===== src/dpscu_pkg.sv =====
// Shared constants, command codes and state codes of the serial command unit
package dpscu_pkg;

    // =========================================================
    // Serial word layout
    localparam int WORD_BITS = 24;
    localparam logic [4:0] WORD_BITS_CNT = 5'h18;
    localparam int CNT_W = 5;
    localparam int CMD_MSB = 23;
    localparam int CMD_LSB = 20;
    localparam int ADDR_MSB = 19;
    localparam int ADDR_LSB = 16;
    localparam int DATA_MSB = 9;
    localparam int DATA_LSB = 0;
    localparam int CMD_W = 4;
    localparam int ADDR_W = 4;
    localparam int VAL_W = 10;
    localparam int CH_NUM = 2;
    localparam logic [3:0] ADDR_RECALL_ALL = 4'h0;

    // =========================================================
    // Setting values
    localparam logic [9:0] VAL_FACTORY = 10'h200;
    localparam logic [9:0] VAL_ONES = 10'h3ff;
    localparam logic [9:0] VAL_ZERO = 10'h000;

    // =========================================================
    // Timing
    localparam int CLK_SYS_PERIOD_NS = 40;
    localparam int NV_WRITE_TIME_NS = 20200000;
    localparam int NV_WRITE_CYCLES = (NV_WRITE_TIME_NS + CLK_SYS_PERIOD_NS - 1) / CLK_SYS_PERIOD_NS;
    localparam int NV_CNT_W = 20;

    // =========================================================
    // Synchroniser bit positions and idle levels
    localparam int SYNC_SCLK = 0;
    localparam int SYNC_SDI = 1;
    localparam int SYNC_CSN = 2;
    localparam int SYNC_WPN = 3;
    localparam int SYNC_PRN = 4;
    localparam int SYNC_W = 5;
    localparam logic [4:0] SYNC_RST = 5'h1c;

    // =========================================================
    // Commands and states
    typedef enum logic [3:0] {
        CMD_NOP = 4'h0,
        CMD_NV_TO_WIPER = 4'h1,
        CMD_SAVE_WIPER = 4'h2,
        CMD_NV_WRITE = 4'h3,
        CMD_ROR_ONE = 4'h4,
        CMD_ROR_ALL = 4'h5,
        CMD_DEC_ONE = 4'h6,
        CMD_DEC_ALL = 4'h7,
        CMD_RECALL_ALL = 4'h8,
        CMD_READ_NV = 4'h9,
        CMD_READ_WIPER = 4'ha,
        CMD_LOAD_WIPER = 4'hb,
        CMD_SHL_ONE = 4'hc,
        CMD_SHL_ALL = 4'hd,
        CMD_INC_ONE = 4'he,
        CMD_INC_ALL = 4'hf
    } dpscu_cmd_t;

    typedef enum logic [1:0] {
        ST_RECALL = 2'b00,
        ST_IDLE = 2'b01,
        ST_NV_BUSY = 2'b10
    } dpscu_state_t;

endpackage : dpscu_pkg


===== src/dpscu_sync.sv =====
// Two-flop synchroniser for a group of asynchronous pin inputs
`timescale 1ns/100ps
module dpscu_sync #(
    parameter int W = 1,
    parameter logic [W-1:0] RST_VAL = '0
) (
    input wire logic clk,
    input wire logic rst_n,
    input wire logic [W-1:0] d,
    output logic [W-1:0] q
);
    typedef struct packed {
        logic [W-1:0] meta;
        logic [W-1:0] stab;
    } dpscu_sync_t;

    dpscu_sync_t s_r;
    dpscu_sync_t s_nxt;

    // First stage is only read by the second stage
    always_comb begin
        s_nxt.meta = d;
        s_nxt.stab = s_r.meta;
    end

    // Registers reset to the idle levels of the pins
    always_ff @(posedge clk or negedge rst_n) begin
        if (!rst_n) begin
            s_r <= {RST_VAL, RST_VAL};
        end else begin
            s_r <= s_nxt;
        end
    end

    assign q = s_r.stab;
endmodule : dpscu_sync


===== src/dpscu_top.sv =====
// Serial command unit of a dual 1024-step potentiometer with nonvolatile store
`timescale 1ns/100ps
module dpscu_top
    import dpscu_pkg::*;
#(
    parameter int NV_CYCLES = NV_WRITE_CYCLES
) (
    input wire logic CLK_SYS,
    input wire logic RSTN,
    input wire logic SPI_CLK_PIN,
    input wire logic SERIAL_IN_PIN,
    input wire logic CHIP_SELECT_PIN_N,
    input wire logic WRITE_PROTECT_PIN_N,
    input wire logic PRESET_STROBE_PIN_N,
    output logic SERIAL_OUT_PIN_O,
    output logic SERIAL_OUT_PIN_OE_N,
    output logic READY,
    output logic [VAL_W-1:0] WIPER0_SETTING,
    output logic [VAL_W-1:0] WIPER1_SETTING
);
    // =========================================================
    // State of the unit
    typedef struct packed {
        dpscu_state_t state;
        logic sclk_prev;
        logic csn_prev;
        logic prn_prev;
        logic [WORD_BITS-1:0] shift;
        logic [CNT_W-1:0] bit_cnt;
        logic sdo_bit;
        logic [CH_NUM-1:0][VAL_W-1:0] wiper;
        logic [CH_NUM-1:0][VAL_W-1:0] nv;
        logic rep_valid;
        dpscu_cmd_t rep_cmd;
        logic [ADDR_W-1:0] rep_addr;
        logic [NV_CNT_W-1:0] busy_cnt;
        logic ready;
    } dpscu_regs_t;

    localparam dpscu_regs_t REGS_RST = '{
        state: ST_RECALL,
        sclk_prev: 1'b0,
        csn_prev: 1'b1,
        prn_prev: 1'b1,
        shift: 24'h000000,
        bit_cnt: 5'h00,
        sdo_bit: 1'b1,
        wiper: {VAL_FACTORY, VAL_FACTORY},
        nv: {VAL_FACTORY, VAL_FACTORY},
        rep_valid: 1'b0,
        rep_cmd: CMD_NOP,
        rep_addr: 4'h0,
        busy_cnt: 20'h00000,
        ready: 1'b0
    };

    dpscu_regs_t r_r;
    dpscu_regs_t r_nxt;

    // =========================================================
    // Pin synchronisers
    logic [SYNC_W-1:0] pins_async;
    logic [SYNC_W-1:0] pins_sync;
    logic s_sclk;
    logic s_sdi;
    logic s_csn;
    logic s_wpn;
    logic s_prn;

    // Group the asynchronous pins for the synchroniser
    assign pins_async[SYNC_SCLK] = SPI_CLK_PIN;
    assign pins_async[SYNC_SDI] = SERIAL_IN_PIN;
    assign pins_async[SYNC_CSN] = CHIP_SELECT_PIN_N;
    assign pins_async[SYNC_WPN] = WRITE_PROTECT_PIN_N;
    assign pins_async[SYNC_PRN] = PRESET_STROBE_PIN_N;

    dpscu_sync #(
        .W(SYNC_W),
        .RST_VAL(SYNC_RST)
    ) u_sync (
        .clk(CLK_SYS),
        .rst_n(RSTN),
        .d(pins_async),
        .q(pins_sync)
    );

    // Stable copies of the pins
    assign s_sclk = pins_sync[SYNC_SCLK];
    assign s_sdi = pins_sync[SYNC_SDI];
    assign s_csn = pins_sync[SYNC_CSN];
    assign s_wpn = pins_sync[SYNC_WPN];
    assign s_prn = pins_sync[SYNC_PRN];

    // =========================================================
    // Edge detection and command selection
    logic sclk_rise;
    logic sclk_fall;
    logic cs_fall;
    logic cs_rise;
    logic take_word;
    logic take_repeat;
    logic exec;
    dpscu_cmd_t ex_cmd;
    logic [ADDR_W-1:0] ex_addr;
    logic [VAL_W-1:0] ex_data;
    logic ex_ok;
    logic ex_step;
    logic [CH_NUM-1:0][VAL_W-1:0] step_val;

    // Both supported modes sample on the rising clock edge
    // mode zero and three
    assign sclk_rise = s_sclk & ~r_r.sclk_prev;
    assign sclk_fall = ~s_sclk & r_r.sclk_prev;
    assign cs_fall = ~s_csn & r_r.csn_prev;
    // execute on rise, not while locked
    assign cs_rise = s_csn & ~r_r.csn_prev & (r_r.state == ST_IDLE);
    // exactly 24 bits form a word
    assign take_word = cs_rise & (r_r.bit_cnt == WORD_BITS_CNT);
    assign take_repeat = cs_rise & (r_r.bit_cnt == 5'h00) & r_r.rep_valid;
    assign exec = take_word | take_repeat;

    assign ex_cmd = take_word ? dpscu_cmd_t'(r_r.shift[CMD_MSB:CMD_LSB]) : r_r.rep_cmd;
    assign ex_addr = take_word ? r_r.shift[ADDR_MSB:ADDR_LSB] : r_r.rep_addr;
    assign ex_data = r_r.shift[DATA_MSB:DATA_LSB];
    // only channels zero and one exist
    assign ex_ok = (ex_addr < ADDR_W'(CH_NUM));
    // Stepping commands all carry bit two of the code
    assign ex_step = ex_cmd[2];

    // One stepping unit per channel
    for (genvar i = 0; i < CH_NUM; i++) begin : g_step
        dpscu_wiper_step u_step (
            .cmd(ex_cmd),
            .value(r_r.wiper[i]),
            .next_value(step_val[i])
        );
    end

    // =========================================================
    // Next-state logic
    always_comb begin
        r_nxt = r_r;
        r_nxt.sclk_prev = s_sclk;
        r_nxt.csn_prev = s_csn;
        r_nxt.prn_prev = s_prn;

        case (r_r.state)
            ST_RECALL: begin
                r_nxt.wiper = r_r.nv;
                r_nxt.ready = 1'b1;
                r_nxt.state = ST_IDLE;
            end
            ST_IDLE: begin
                // Preset strobe pin refreshes the wipers from the store
                if (r_r.prn_prev & ~s_prn) begin
                    r_nxt.wiper = r_r.nv;
                end
                if (cs_fall) begin
                    // First output bit is ready before the first rising edge
                    r_nxt.bit_cnt = 5'h00;
                    r_nxt.sdo_bit = r_r.shift[WORD_BITS-1];
                end else if (~s_csn) begin
                    if (sclk_rise) begin
                        r_nxt.shift = {r_r.shift[WORD_BITS-2:0], s_sdi};
                        if (r_r.bit_cnt != 5'h1f) begin
                            r_nxt.bit_cnt = CNT_W'(r_r.bit_cnt + 5'h01);
                        end
                    end
                    // previous word leaves on falling edges
                    if (sclk_fall) begin
                        r_nxt.sdo_bit = r_r.shift[WORD_BITS-1];
                    end
                end else begin
                    r_nxt.sdo_bit = 1'b1;
                end
                if (cs_rise) begin
                    r_nxt.bit_cnt = 5'h00;
                end
                if (take_word) begin
                    r_nxt.rep_valid = ex_step;
                    r_nxt.rep_cmd = ex_cmd;
                    r_nxt.rep_addr = ex_addr;
                end
                if (exec) begin
                    case (ex_cmd)
                        CMD_NOP: begin
                            r_nxt.rep_valid = 1'b0;
                        end
                        CMD_NV_TO_WIPER: begin
                            if (ex_ok) begin
                                r_nxt.wiper[ex_addr[0]] = r_r.nv[ex_addr[0]];
                            end
                        end
                        CMD_SAVE_WIPER: begin
                            if (ex_ok & s_wpn) begin
                                r_nxt.nv[ex_addr[0]] = r_r.wiper[ex_addr[0]];
                                r_nxt.ready = 1'b0;
                                r_nxt.busy_cnt = 20'h00000;
                                r_nxt.state = ST_NV_BUSY;
                            end
                        end
                        CMD_NV_WRITE: begin
                            if (ex_ok & s_wpn) begin
                                r_nxt.nv[ex_addr[0]] = ex_data;
                                r_nxt.ready = 1'b0;
                                r_nxt.busy_cnt = 20'h00000;
                                r_nxt.state = ST_NV_BUSY;
                            end
                        end
                        CMD_RECALL_ALL: begin
                            if (ex_addr == ADDR_RECALL_ALL) begin
                                r_nxt.wiper = r_r.nv;
                            end
                        end
                        CMD_READ_NV: begin
                            r_nxt.shift[DATA_MSB:DATA_LSB] = ex_ok ? r_r.nv[ex_addr[0]] : VAL_ZERO;
                        end
                        CMD_READ_WIPER: begin
                            r_nxt.shift[DATA_MSB:DATA_LSB] = ex_ok ? r_r.wiper[ex_addr[0]] : VAL_ZERO;
                        end
                        CMD_LOAD_WIPER: begin
                            if (ex_ok) begin
                                r_nxt.wiper[ex_addr[0]] = ex_data;
                            end
                        end
                        default: begin
                            for (int i = 0; i < CH_NUM; i++) begin
                                if (ex_cmd[0] | (ex_ok & (ex_addr == ADDR_W'(i)))) begin
                                    r_nxt.wiper[i] = step_val[i];
                                end
                            end
                        end
                    endcase
                end
            end
            ST_NV_BUSY: begin
                r_nxt.sdo_bit = 1'b1;
                if (r_r.busy_cnt == NV_CNT_W'(NV_CYCLES - 1)) begin
                    r_nxt.ready = 1'b1;
                    r_nxt.state = ST_IDLE;
                end else begin
                    r_nxt.busy_cnt = NV_CNT_W'(r_r.busy_cnt + 20'h00001);
                end
            end
            default: begin
                r_nxt.state = ST_RECALL;
            end
        endcase
    end

    // =========================================================
    // State register
    always_ff @(posedge CLK_SYS or negedge RSTN) begin
        if (!RSTN) begin
            r_r <= REGS_RST;
        end else begin
            r_r <= r_nxt;
        end
    end

    // =========================================================
    // Outputs
    // Open drain: the pin only ever pulls low
    assign SERIAL_OUT_PIN_O = 1'b0;
    assign SERIAL_OUT_PIN_OE_N = s_csn | r_r.sdo_bit;
    assign READY = r_r.ready;
    assign WIPER0_SETTING = r_r.wiper[0];
    assign WIPER1_SETTING = r_r.wiper[1];
endmodule : dpscu_top


===== src/dpscu_wiper_step.sv =====
// Next wiper value for the rotate, shift, increment and decrement commands
`timescale 1ns/100ps
module dpscu_wiper_step
    import dpscu_pkg::*;
(
    input dpscu_cmd_t cmd,
    input wire logic [VAL_W-1:0] value,
    output logic [VAL_W-1:0] next_value
);
    // Data field plays no part here, only the present value
    always_comb begin
        case (cmd)
            CMD_ROR_ONE, CMD_ROR_ALL: begin
                next_value = {value[0], value[VAL_W-1:1]};
            end
            CMD_DEC_ONE, CMD_DEC_ALL: begin
                next_value = (value == VAL_ZERO) ? VAL_ZERO : VAL_W'(value - 10'h001);
            end
            CMD_SHL_ONE, CMD_SHL_ALL: begin
                next_value = value[VAL_W-1] ? VAL_ONES : {value[VAL_W-2:0], 1'b0};
            end
            CMD_INC_ONE, CMD_INC_ALL: begin
                next_value = (value == VAL_ONES) ? VAL_ONES : VAL_W'(value + 10'h001);
            end
            default: begin
                next_value = value;
            end
        endcase
    end
endmodule : dpscu_wiper_step

===== config.mk =====
export PLATFORM = sky130hd
export DESIGN_NAME = dpscu_top
export DESIGN_NICKNAME = d
export VERILOG_FILES = /design/src/dpscu_pkg.sv /design/src/dpscu_sync.sv /design/src/dpscu_top.sv /design/src/dpscu_wiper_step.sv
export SDC_FILE = /design/constraint.sdc
export NUM_CORES = 1
export LEC_CHECK = 0
export BUFFER_PORTS_ARGS = -buffer_cell sky130_fd_sc_hd__buf_4
export CAP_MARGIN = 20
export CELL_PAD_IN_SITES_DETAIL_PLACEMENT = 0
export CELL_PAD_IN_SITES_GLOBAL_PLACEMENT = 2
export CORE_MARGIN = 8
export CORE_UTILIZATION = 39
export DETAILED_ROUTE_END_ITERATION = 10
export PLACE_DENSITY_LB_ADDON = 0.1
export SYNTH_ARGS = -nofsm -noshare
export SYNTH_HDL_FRONTEND = slang
export SYNTH_SLANG_ARGS = --single-unit
export TNS_END_PERCENT = 30

===== constraint.sdc =====
create_clock -name CLK_SYS -period 3.3 [get_ports CLK_SYS]
set_input_delay 0.495 -clock CLK_SYS [delete_from_list [all_inputs] [get_ports CLK_SYS]]
set_output_delay 0.495 -clock CLK_SYS [all_outputs]
set_load 0.05 [all_outputs]

; ---- Word level (Yosys, flattened, before mapping)
; Cells that the tools add are included.
[totals]
wordCells = 173
reg_bits = 115
[classes]
add_sub_neg = 6
magnitude_cmp = 3
mux = 60
n_bitwise = 22
eq_ne = 34
reduce_logical = 29
[ops]
columns = op, count
row1 = 2-to-1 mux 10 bit, 17
row2 = 2-to-1 mux 20 bit, 8
row3 = case mux 20 bit (2 select lines), 3
row4 = bitwise mux 20 bit, 4
row5 = case mux 10 bit (4 select lines), 2
row6 = case mux 20 bit (4 select lines), 1
row7 = 2-to-1 mux 21 bit, 3
row8 = 2-to-1 mux 41 bit, 1
row9 = equality test 4 bit (second input constant), 8
row10 = 2-to-1 mux 15 bit, 2
row11 = inequality test 11 x 4 -> 1 bit (second input constant), 2
row12 = adder 10 x 1 -> 10 bit (second input constant), 2
row13 = adder 20 x 1 -> 20 bit (second input constant), 1
row14 = equality test 10 bit (second input constant), 2
row15 = equality test 20 x 19 -> 1 bit (second input constant), 1
row16 = logical NOT 10 bit, 2
row17 = case mux 10 bit (2 select lines), 1
row18 = subtractor 10 x 1 -> 10 bit (second input constant), 2
row19 = equality test 4 x 3 -> 1 bit (second input constant), 4
row20 = AND reduction 5 bit, 3
row21 = AND 1 bit, 12
row22 = inequality test 2 bit (second input constant), 6
row23 = AND reduction 4 bit, 3
row24 = demux 10 bit (select 1 bit), 1
row25 = other kinds (33), 63

; ---- Longest topological paths before layout
; Gate-level depths: netlist (run 1).
[depth]
ltp_word = 14
ltp_mapped = 12
depth_no_buf = 10

; ---- By module
; A second synthesis (run 1) with hierarchy kept.
[unflattened]
hier_cells = 1146
area_unflattened_um2 = 9604.2
[by_module_without_submodules]
columns = mod, seq_area_each_um2, n_inst, area_per_inst_um2, cells_each
row1 = dpscu_top, 2636.3, 1, 7528.5, 849
row2 = dpscu_wiper_step (g_step[0].u_step), 0.0, 1, 964.7, 144
row3 = dpscu_wiper_step (g_step[1].u_step), 0.0, 1, 853.3, 143
row4 = dpscu_sync, 257.7, 1, 257.7, 10

; ---- Least setup slack after synthesis (run 1)
; OpenSTA, ideal clock, no wires.
[synth_timing]
path_kind = register to register
from = reg r_r (netlist bit WIPER0_SETTING[0])
to = reg r_r (netlist bit WIPER0_SETTING[4])
required_time_ns = 3.173
setup_slack_ns = 0.547
arrival_ns = 2.626
path_buffers = 1
setup_ns = 0.127
path_stages_with_launch = 11
cell_sequence = dfrtp_1 buf_2 inv_1 ha_1 or4b_4 or4_1 or3_1 nand2b_2 a21oi_1 a2111oi_2 o21ai_1
[synth_between]
elab_chain_len = 7
word_cells_on_any_way = 11
[synth_lines]
columns = element, line
row1 = start: declaration, dpscu_top.sv:57  ; dpscu_regs_t r_r;
row2 = start signal: assignment, dpscu_top.sv:257  ; r_r <= r_nxt;
row3 = "adder 10 x 1 -> 10 bit, or another cell as far along", dpscu_wiper_step.sv:23  ; next_value = (value == VAL_ONES) ? VAL_ONES : VAL_W'(value + 10'h001);
row4 = "2-to-1 mux 10 bit, on equally long branches", "dpscu_wiper_step.sv:23, dpscu_wiper_step.sv:17"
row5 = case mux 10 bit (4 select lines) *, dpscu_wiper_step.sv:12  ; case (cmd)
row6 = 2-to-1 mux 10 bit *, dpscu_top.sv:228  ; if (ex_cmd[0] | (ex_ok & (ex_addr == ADDR_W'(i)))) begin
row7 = case mux 20 bit (4 select lines) *, dpscu_top.sv:185  ; case (ex_cmd)
row8 = 2-to-1 mux 41 bit *, dpscu_top.sv:184  ; if (exec) begin
row9 = case mux 20 bit (2 select lines) *, dpscu_top.sv:147  ; case (r_r.state)
; Every way passes the cells marked *; elsewhere a longest branch is shown, timed or not.
; A chain may end at the register's enable or synchronous reset.

; ---- Worst setup path in the final report (run 1)
[layout_timing]
from = reg u_sync.s_r (netlist bit u_sync.q[2])
to = reg r_r (netlist bit WIPER1_SETTING[3])
[layout_between]
elab_chain_len = 13
word_cells_on_any_way = 53
[layout_lines]
columns = element, line
row1 = start: declaration, dpscu_sync.sv:17  ; dpscu_sync_t s_r;
row2 = start signal: assignment, dpscu_sync.sv:29  ; s_r <= {RST_VAL, RST_VAL};
row3 = start signal: assignment, dpscu_sync.sv:31  ; s_r <= s_nxt;
row4 = AND 1 bit * (2 in series), dpscu_top.sv:116  ; assign cs_rise = s_csn & ~r_r.csn_prev & (r_r.state == ST_IDLE);
row5 = AND 1 bit, dpscu_top.sv:118  ; assign take_word = cs_rise & (r_r.bit_cnt == WORD_BITS_CNT);
row6 = 2-to-1 mux 4 bit, dpscu_top.sv:123  ; assign ex_addr = take_word ? r_r.shift[ADDR_MSB:ADDR_LSB] : r_r.rep_addr;
row7 = less-than comparator 1 x 2 -> 1 bit (not written as such) or >= comparator 1 bit (tied branches), "dpscu_top.sv:191, dpscu_top.sv:223"
row8 = logical AND 1 bit (not written as such), "dpscu_top.sv:191, dpscu_top.sv:223"
row9 = 2-to-1 mux 10 bit (not written as such), "dpscu_top.sv:191, dpscu_top.sv:223"
row10 = demux 10 bit (select 1 bit), "dpscu_top.sv:191, dpscu_top.sv:223"
row11 = "bitwise mux 20 bit, on equally long branches", "dpscu_top.sv:223, dpscu_top.sv:191"
row12 = "2-to-1 mux 20 bit, on equally long branches", "dpscu_top.sv:222, dpscu_top.sv:190"
row13 = case mux 20 bit (4 select lines), dpscu_top.sv:185
row14 = 2-to-1 mux 41 bit, dpscu_top.sv:184
row15 = case mux 20 bit (2 select lines), dpscu_top.sv:147
; Every way passes the cells marked *; elsewhere a longest branch is shown, timed or not. The select of a mux whose other input is x is not followed.

==> flow_summary.yaml, run 1 <==
layout:
  nets: 1120
  final_common_cell: "nand2_1"
  n_antenna_cell: 0
  instances_no_fill: 1398
  syn2layout_area_growth_pct: 14.3
  final_cell_mix: "139 x nand2_1, 102 x dfrtp_1, 94 x buf_4, 93 x nor2_1, 83 x o21ai_0"
  drive_above_1_share: 0.181
clock_network:
  clkTransAtPathRegs_ns: 0.06
  numCtsBuffers: 17
  cts_tree: "built"
  clk_path_buf_depth: 2
  root_buffer: "clkbuf_16"
  post_cts_buffers: 0
  hold_buffers: 0
  clock_sinks: 115
  insertion_delay_ns: 0.43
  h-tree-depth: 4
  post_cts_resize_count: 0
timing:
  worst_slew_pin_slew_ns: 0.775
  fin_crit_sh: 0.926
  setup_violations: 0
  hold_viol: 0
  fmax_mhz: 327
  finalSetupTns_ns: 0
  rsz0062_at_grt: "false"
  slew_violations: 0
  fin_crit_ns: 3.06
  max_slew_margin: 0.481
  fin_skew_ns: 0.0129
die:
  start_util: 0.395
  core_um2: 22600
  die_x_um: 167
  io_pins: 30
  dieArea_um2: 27900
  rows: 55
  die_y_um: 167
grt:
  grt_pass1_vias: 8146
  gr-total-overflow: 0
  antenna_found_initial: 0
  grt_max_degree: 57
  grt_pass1_wl_mm: 50.3
  grt_use_total: 0.228
synth:
  async_reset_ff_frac: 1.00
  synth_area_per_cell_um2: 8.19
  ys_ff_latch: 115
  synth-edff-count: 0
  ys_types: 93
  syn_inst: 1088
  synth-main-ff-cell: "dfrtp_1"
  synth.yosys.seq_area_share: 0.325
  syn-num-nets: 1108
  synth_area_um2: 8910
  synth_warnings: 0
placed_design:
  port_buffers: 28
  hpwlAfterDp_mm: 22.9
  place_congestion: 0.889
  place_inst: 1365
detailed_routing:
  wl_met1_mm: 14.8
  via_per_inst: 6.05
  firstDrtPassIters: 6
  wl_met3_mm: 1.66
  wire_per_inst_um: 22.6
  vias: 8462
  wl_mm: 31.6
  drtAntennaViolNets: 0
  route.detailed.drc: 0
  drt-initial-drc-count: 791
  wl_met2_mm: 14.3
  routed.top_layer: "met4"
pwr:
  p_per_area_nw_per_um2: 373
  peakVddDrop_v: 0.000357
  p_leak_nw: 4.49
setup_path:
  path_class: "flip-flop to flip-flop"
  arrival_ns: 3.37
  cpPeakStageDelay_ns: 0.60
  worstPathCellList: "or3b_1, o21ai_2, and2_4, inv_2, or3_1, a32oi_1, o221ai_1, a31o_1"
  crit_path_start_kind: "flip-flop"
  slowest_stage: "dfstp_2"
  cp-end-kind: "flip-flop"
  cp_max_fo: 23
  cp.required_ns: 3.61
run:
  cap_violations: 0
status:
  outcome: "finished clean"
min_path:
  min_path_type: "primary input to asynchronous set/reset pin"
## cells by family after synthesis
logic type	share of synthesized area
xor gates and xnor gates	0.0364
other	0.000421
AOI/OAI and AO/OA	0.236
adders and majority gates	0.0183
DFF	0.325
buffers and inverters	0.0783
muxes	0.0781
and+or+nand+nor	0.228
## through the flow
step / setup WS, ns / total power, W / area [um^2] / util / hold slack (ns)
CTS: 0.269 / 0.00383 / 10200 / 0.451 / 0.160
detailed placement: 0.290 / 0.00175 / 9540 / 0.422 / 0.336
global placement: 0.312 / 0.00175 / 9540 / 0.422 / 0.336
floorplan: 0.547 / 0.00164 / 8910 / - / 0.199
finish: 0.244 / 0.00380 / 10200 / 0.451 / 0.122
global route: 0.0752 / 0.00392 / 10200 / 0.451 / 0.156
## final cells by class
type	count	area [um^2]
clock inverters	15	215
fillers	2316	12400
flip-flops and latches	115	2890
clock buffers	17	425
well taps	285	357
repair buffers	98	786
inverters	42	158
multi-input cells	826	5350
## routing by layer
metal / up-vias / GRT usage
met5: - / 0
met4: 0 / 0.0827
met3: 54 / 0.0339
met2: 296 / 0.354
met1: 4120 / 0.317
li1: 3992 / -
## power by group
part	internal [W]	total (W)	switching, W	leakage (nW)
Combinational	0.0000747	0.000202	0.000127	2.64
Clock	0.00129	0.00207	0.000788	0.316
Sequential	0.00144	0.00152	0.0000769	1.53
## critical path: cells and delay by family (launching register included)
family	cells	cell delay, ns
buffers and inverters	1	0.21
flip-flops	1	0.60
AND/OR/NAND/NOR	3	1.23
AO/OA/AOI/OAI	4	0.89
## synthesized netlist by cell type, drive strengths merged (30+ instances only)
master  instances  share of area
a21oi          51          0.029
buf            49          0.037
clkbuf         56          0.024
dfrtp         102           0.29
inv            42          0.018
mux2i          59          0.067
nand2         140          0.060
nand3          30          0.018
nor2           94          0.041
nor3           32          0.023
o21ai          87          0.049
xnor2          31          0.030
## final timing paths
kind                                                      end  slack [ns]  cells after the start                       from
worst min register to register          u_sync.q[0]$_DFF_PN0_        0.35                      0  u_sync.s_nxt[0]$_DFF_PN0_
min in group CLK_SYS                u_sync.s_nxt[4]$_DFF_PN1_        0.17                      1        PRESET_STROBE_PIN_N
worst max-delay path            WIPER1_SETTING[3]$_DFFE_PN0P_        0.24                      8      u_sync.q[2]$_DFF_PN1_
worst max register to register  WIPER1_SETTING[3]$_DFFE_PN0P_        0.24                      8      u_sync.q[2]$_DFF_PN1_
max in group asynchronous       WIPER1_SETTING[9]$_DFFE_PN1P_        2.38                      2                       RSTN
worst min-delay path                      r_r[90]$_DFFE_PN0P_        0.12                      1                       RSTN
No activity file was read; power rests on OpenSTA's default activity.
==> run 2, diff against run 1 <==
CORE_UTILIZATION = 40   (was 39)
REMOVE_ABC_BUFFERS = 1   (was unset)
SYNTH_HIERARCHICAL = 1   (was unset)
==> flow_summary.yaml, run 2 <==
detailed_routing:
  vias: 9247
  via_per_inst: 6.20
  wire_per_inst_um: 22.5
  firstDrtPassIters: 6
  drtAntennaViolNets: 0
  wl_mm: 33.5
  route.detailed.drc: 0
  drt-initial-drc-count: 1034
pwr:
  p_total_w: 0.00368
  peakVddDrop_v: 0.000320
  p_per_area_nw_per_um2: 336
  p_leak_nw: 4.58
die:
  die_y_um: 171
  dieArea_um2: 29200
  io_pins: 30
  start_util: 0.408
  core_um2: 23500
  die_x_um: 171
  rows: 56
timing:
  setup_violations: 0
  rsz0062_at_grt: "true"
  fmax_mhz: 318
  fin_crit_ns: 3.14
  worst_slew_pin_slew_ns: 0.989
  finalSetupTns_ns: 0
  fin_hold_ws_ns: 0.182
  slew_violations: 0
  max_slew_margin: 0.337
  fin_skew_ns: 0.00792
  hold_viol: 0
  fin_crit_sh: 0.952
clock_network:
  clock_sinks: 115
  root_buffer: "clkbuf_16"
  cts_tree: "built"
  clk_path_buf_depth: 2
  h-tree-depth: 4
  numCtsBuffers: 17
  clkTransAtPathRegs_ns: 0.06
  insertion_delay_ns: 0.42
layout:
  final_cell_mix: "127 x nand2_1, 102 x dfrtp_1, 98 x buf_4, 89 x o21ai_0, 61 x nor2_1"
  n_antenna_cell: 0
  instances_no_fill: 1492
  drive_above_1_share: 0.197
  nets: 1181
  syn2layout_area_growth_pct: 14.2
  final_common_cell: "nand2_1"
setup_path:
  critical-path-top-delay-family: "simple AND/OR/NAND/NOR gates"
  critical_path_buf_inv_count: 3
  slowest_stage: "or3b_1"
  cp.required_ns: 3.63
  worstSetupPathDepth: 16
  worstPathCellList: "inv_1, ha_1, or3b_1, nor2_4, nand2_1, nand2_2, buf_4, buf_12, nand3_1, nor3_4, nor3_1, a31oi_1, nor2_1, mux2_2, and3_1, a211oi_1"
  cp_max_fo: 23
  timing.rr.end: "WIPER1_SETTING[7]$_DFFE_PN0P_"
  regToRegStartpoint: "r_r[71]$_DFFE_PN0P_"
  ff2ff_setup_slack_ns: 0.16
  cpPeakStageDelay_ns: 0.42
  rr_worst_depth: 16
  cp-end-kind: "flip-flop"
  crit_path_start_kind: "flip-flop"
  arrival_ns: 3.47
  path_class: "flip-flop to flip-flop"
synth:
  synth_area_um2: 9600
  syn_inst: 1145
  synth_area_per_cell_um2: 8.38
  synth_warnings: 6
min_path:
  min_path_type: "primary input to flip-flop"
  hold_path_startpoint: "PRESET_STROBE_PIN_N"
  hold_path_depth: 1
  whs_endpoint: "u_sync/s_nxt[4]$_DFF_PN1_"
grt:
  antenna_found_initial: 0
  use_met2: 0.372
  top_usage_layer: "met2"
  grt_max_degree: 61
  grt_use_met1: 0.301
  gr-total-overflow: 0
  use_met3: 0.0272
  grt_pass1_vias: 9057
  grt_pass1_wl_mm: 53.0
  grt_use_total: 0.230
placed_design:
  place_congestion: 0.857
  port_buffers: 28
  place_inst: 1457
  hpwlAfterDp_mm: 23.2
run:
  cap_violations: 0
status:
  outcome: "finished clean"
-- run 2: changes by cell type in the layout (fill, tap and decap cells not counted), moves of 12 or more --
cell / change
mux2_2: +38
nor2_1: -32
xnor2_1: -27
inv_1: -15
a221o_1: +13
nor3b_1: +13
a22oi_1: +12
nand2_1: -12
-- run 2: area by class of cell --
class                           instances  area (um^2)
Timing Repair Buffer                  105          862
Sequential cell                       115         2890
Clock buffer                           18          439
Fill cell                            2429        12600
Inverter                               26          101
Tap cell                              319          399
Multi-Input combinational cell        895         6070
Clock inverter                         14          200
-- run 2: stage by stage --
stage / setup WS (ns) / utilization / cell area (um^2)
4_1_cts: 0.00630 / 0.462 / 10900
5_1_grt: -0.0351 / 0.466 / 11000
6_report: 0.157 / 0.466 / 11000
3_5_place_dp: 0.00978 / 0.435 / 10200
2_1_floorplan: -2.13 / - / 9000
3_3_place_gp: 0.0587 / 0.435 / 10200
-- run 2: worst max-delay path by stage --
stage | to | slack, ns | from
after floorplan | WIPER1_SETTING[6]$_DFFE_PN0P_ | -2.13 | r_r[104]$_DFFE_PN0P_
after global placement | WIPER1_SETTING[7]$_DFFE_PN0P_ | 0.06 | r_r[71]$_DFFE_PN0P_
after detailed placement | WIPER1_SETTING[7]$_DFFE_PN0P_ | 0.01 | r_r[71]$_DFFE_PN0P_
after CTS | WIPER1_SETTING[7]$_DFFE_PN0P_ | 0.006 | r_r[71]$_DFFE_PN0P_
after global routing | WIPER1_SETTING[7]$_DFFE_PN0P_ | -0.04 | r_r[71]$_DFFE_PN0P_
final | WIPER1_SETTING[7]$_DFFE_PN0P_ | 0.16 | r_r[71]$_DFFE_PN0P_
-- run 2: per-layer routing --
| metal | share of wire | vias to the layer above |
|---|---|---|
| met1 | 0.44 | 4486 |
| met5 | 0 | - |
| met3 | 0.050 | 69 |
| li1 | - | 4377 |
| met4 | 0.040 | 0 |
| met2 | 0.47 | 315 |
-- run 2: where the power goes --
part | switching (W) | internal, W | total (W)
Sequential | 0.0000556 | 0.00144 | 0.00150
Clock | 0.000739 | 0.00129 | 0.00203
Combinational | 0.0000936 | 0.0000561 | 0.000150
Total | 0.000888 | 0.00279 | 0.00368
-- run 2: what timing repair did --
item / in CTS / in global routing
setup buffers: 0 / 1
endpoints found under the hold margin: 6 / 0
hold buffers: 1 / 0
endpoints found under the setup margin: 0 / 10
resized for setup: 0 / 14
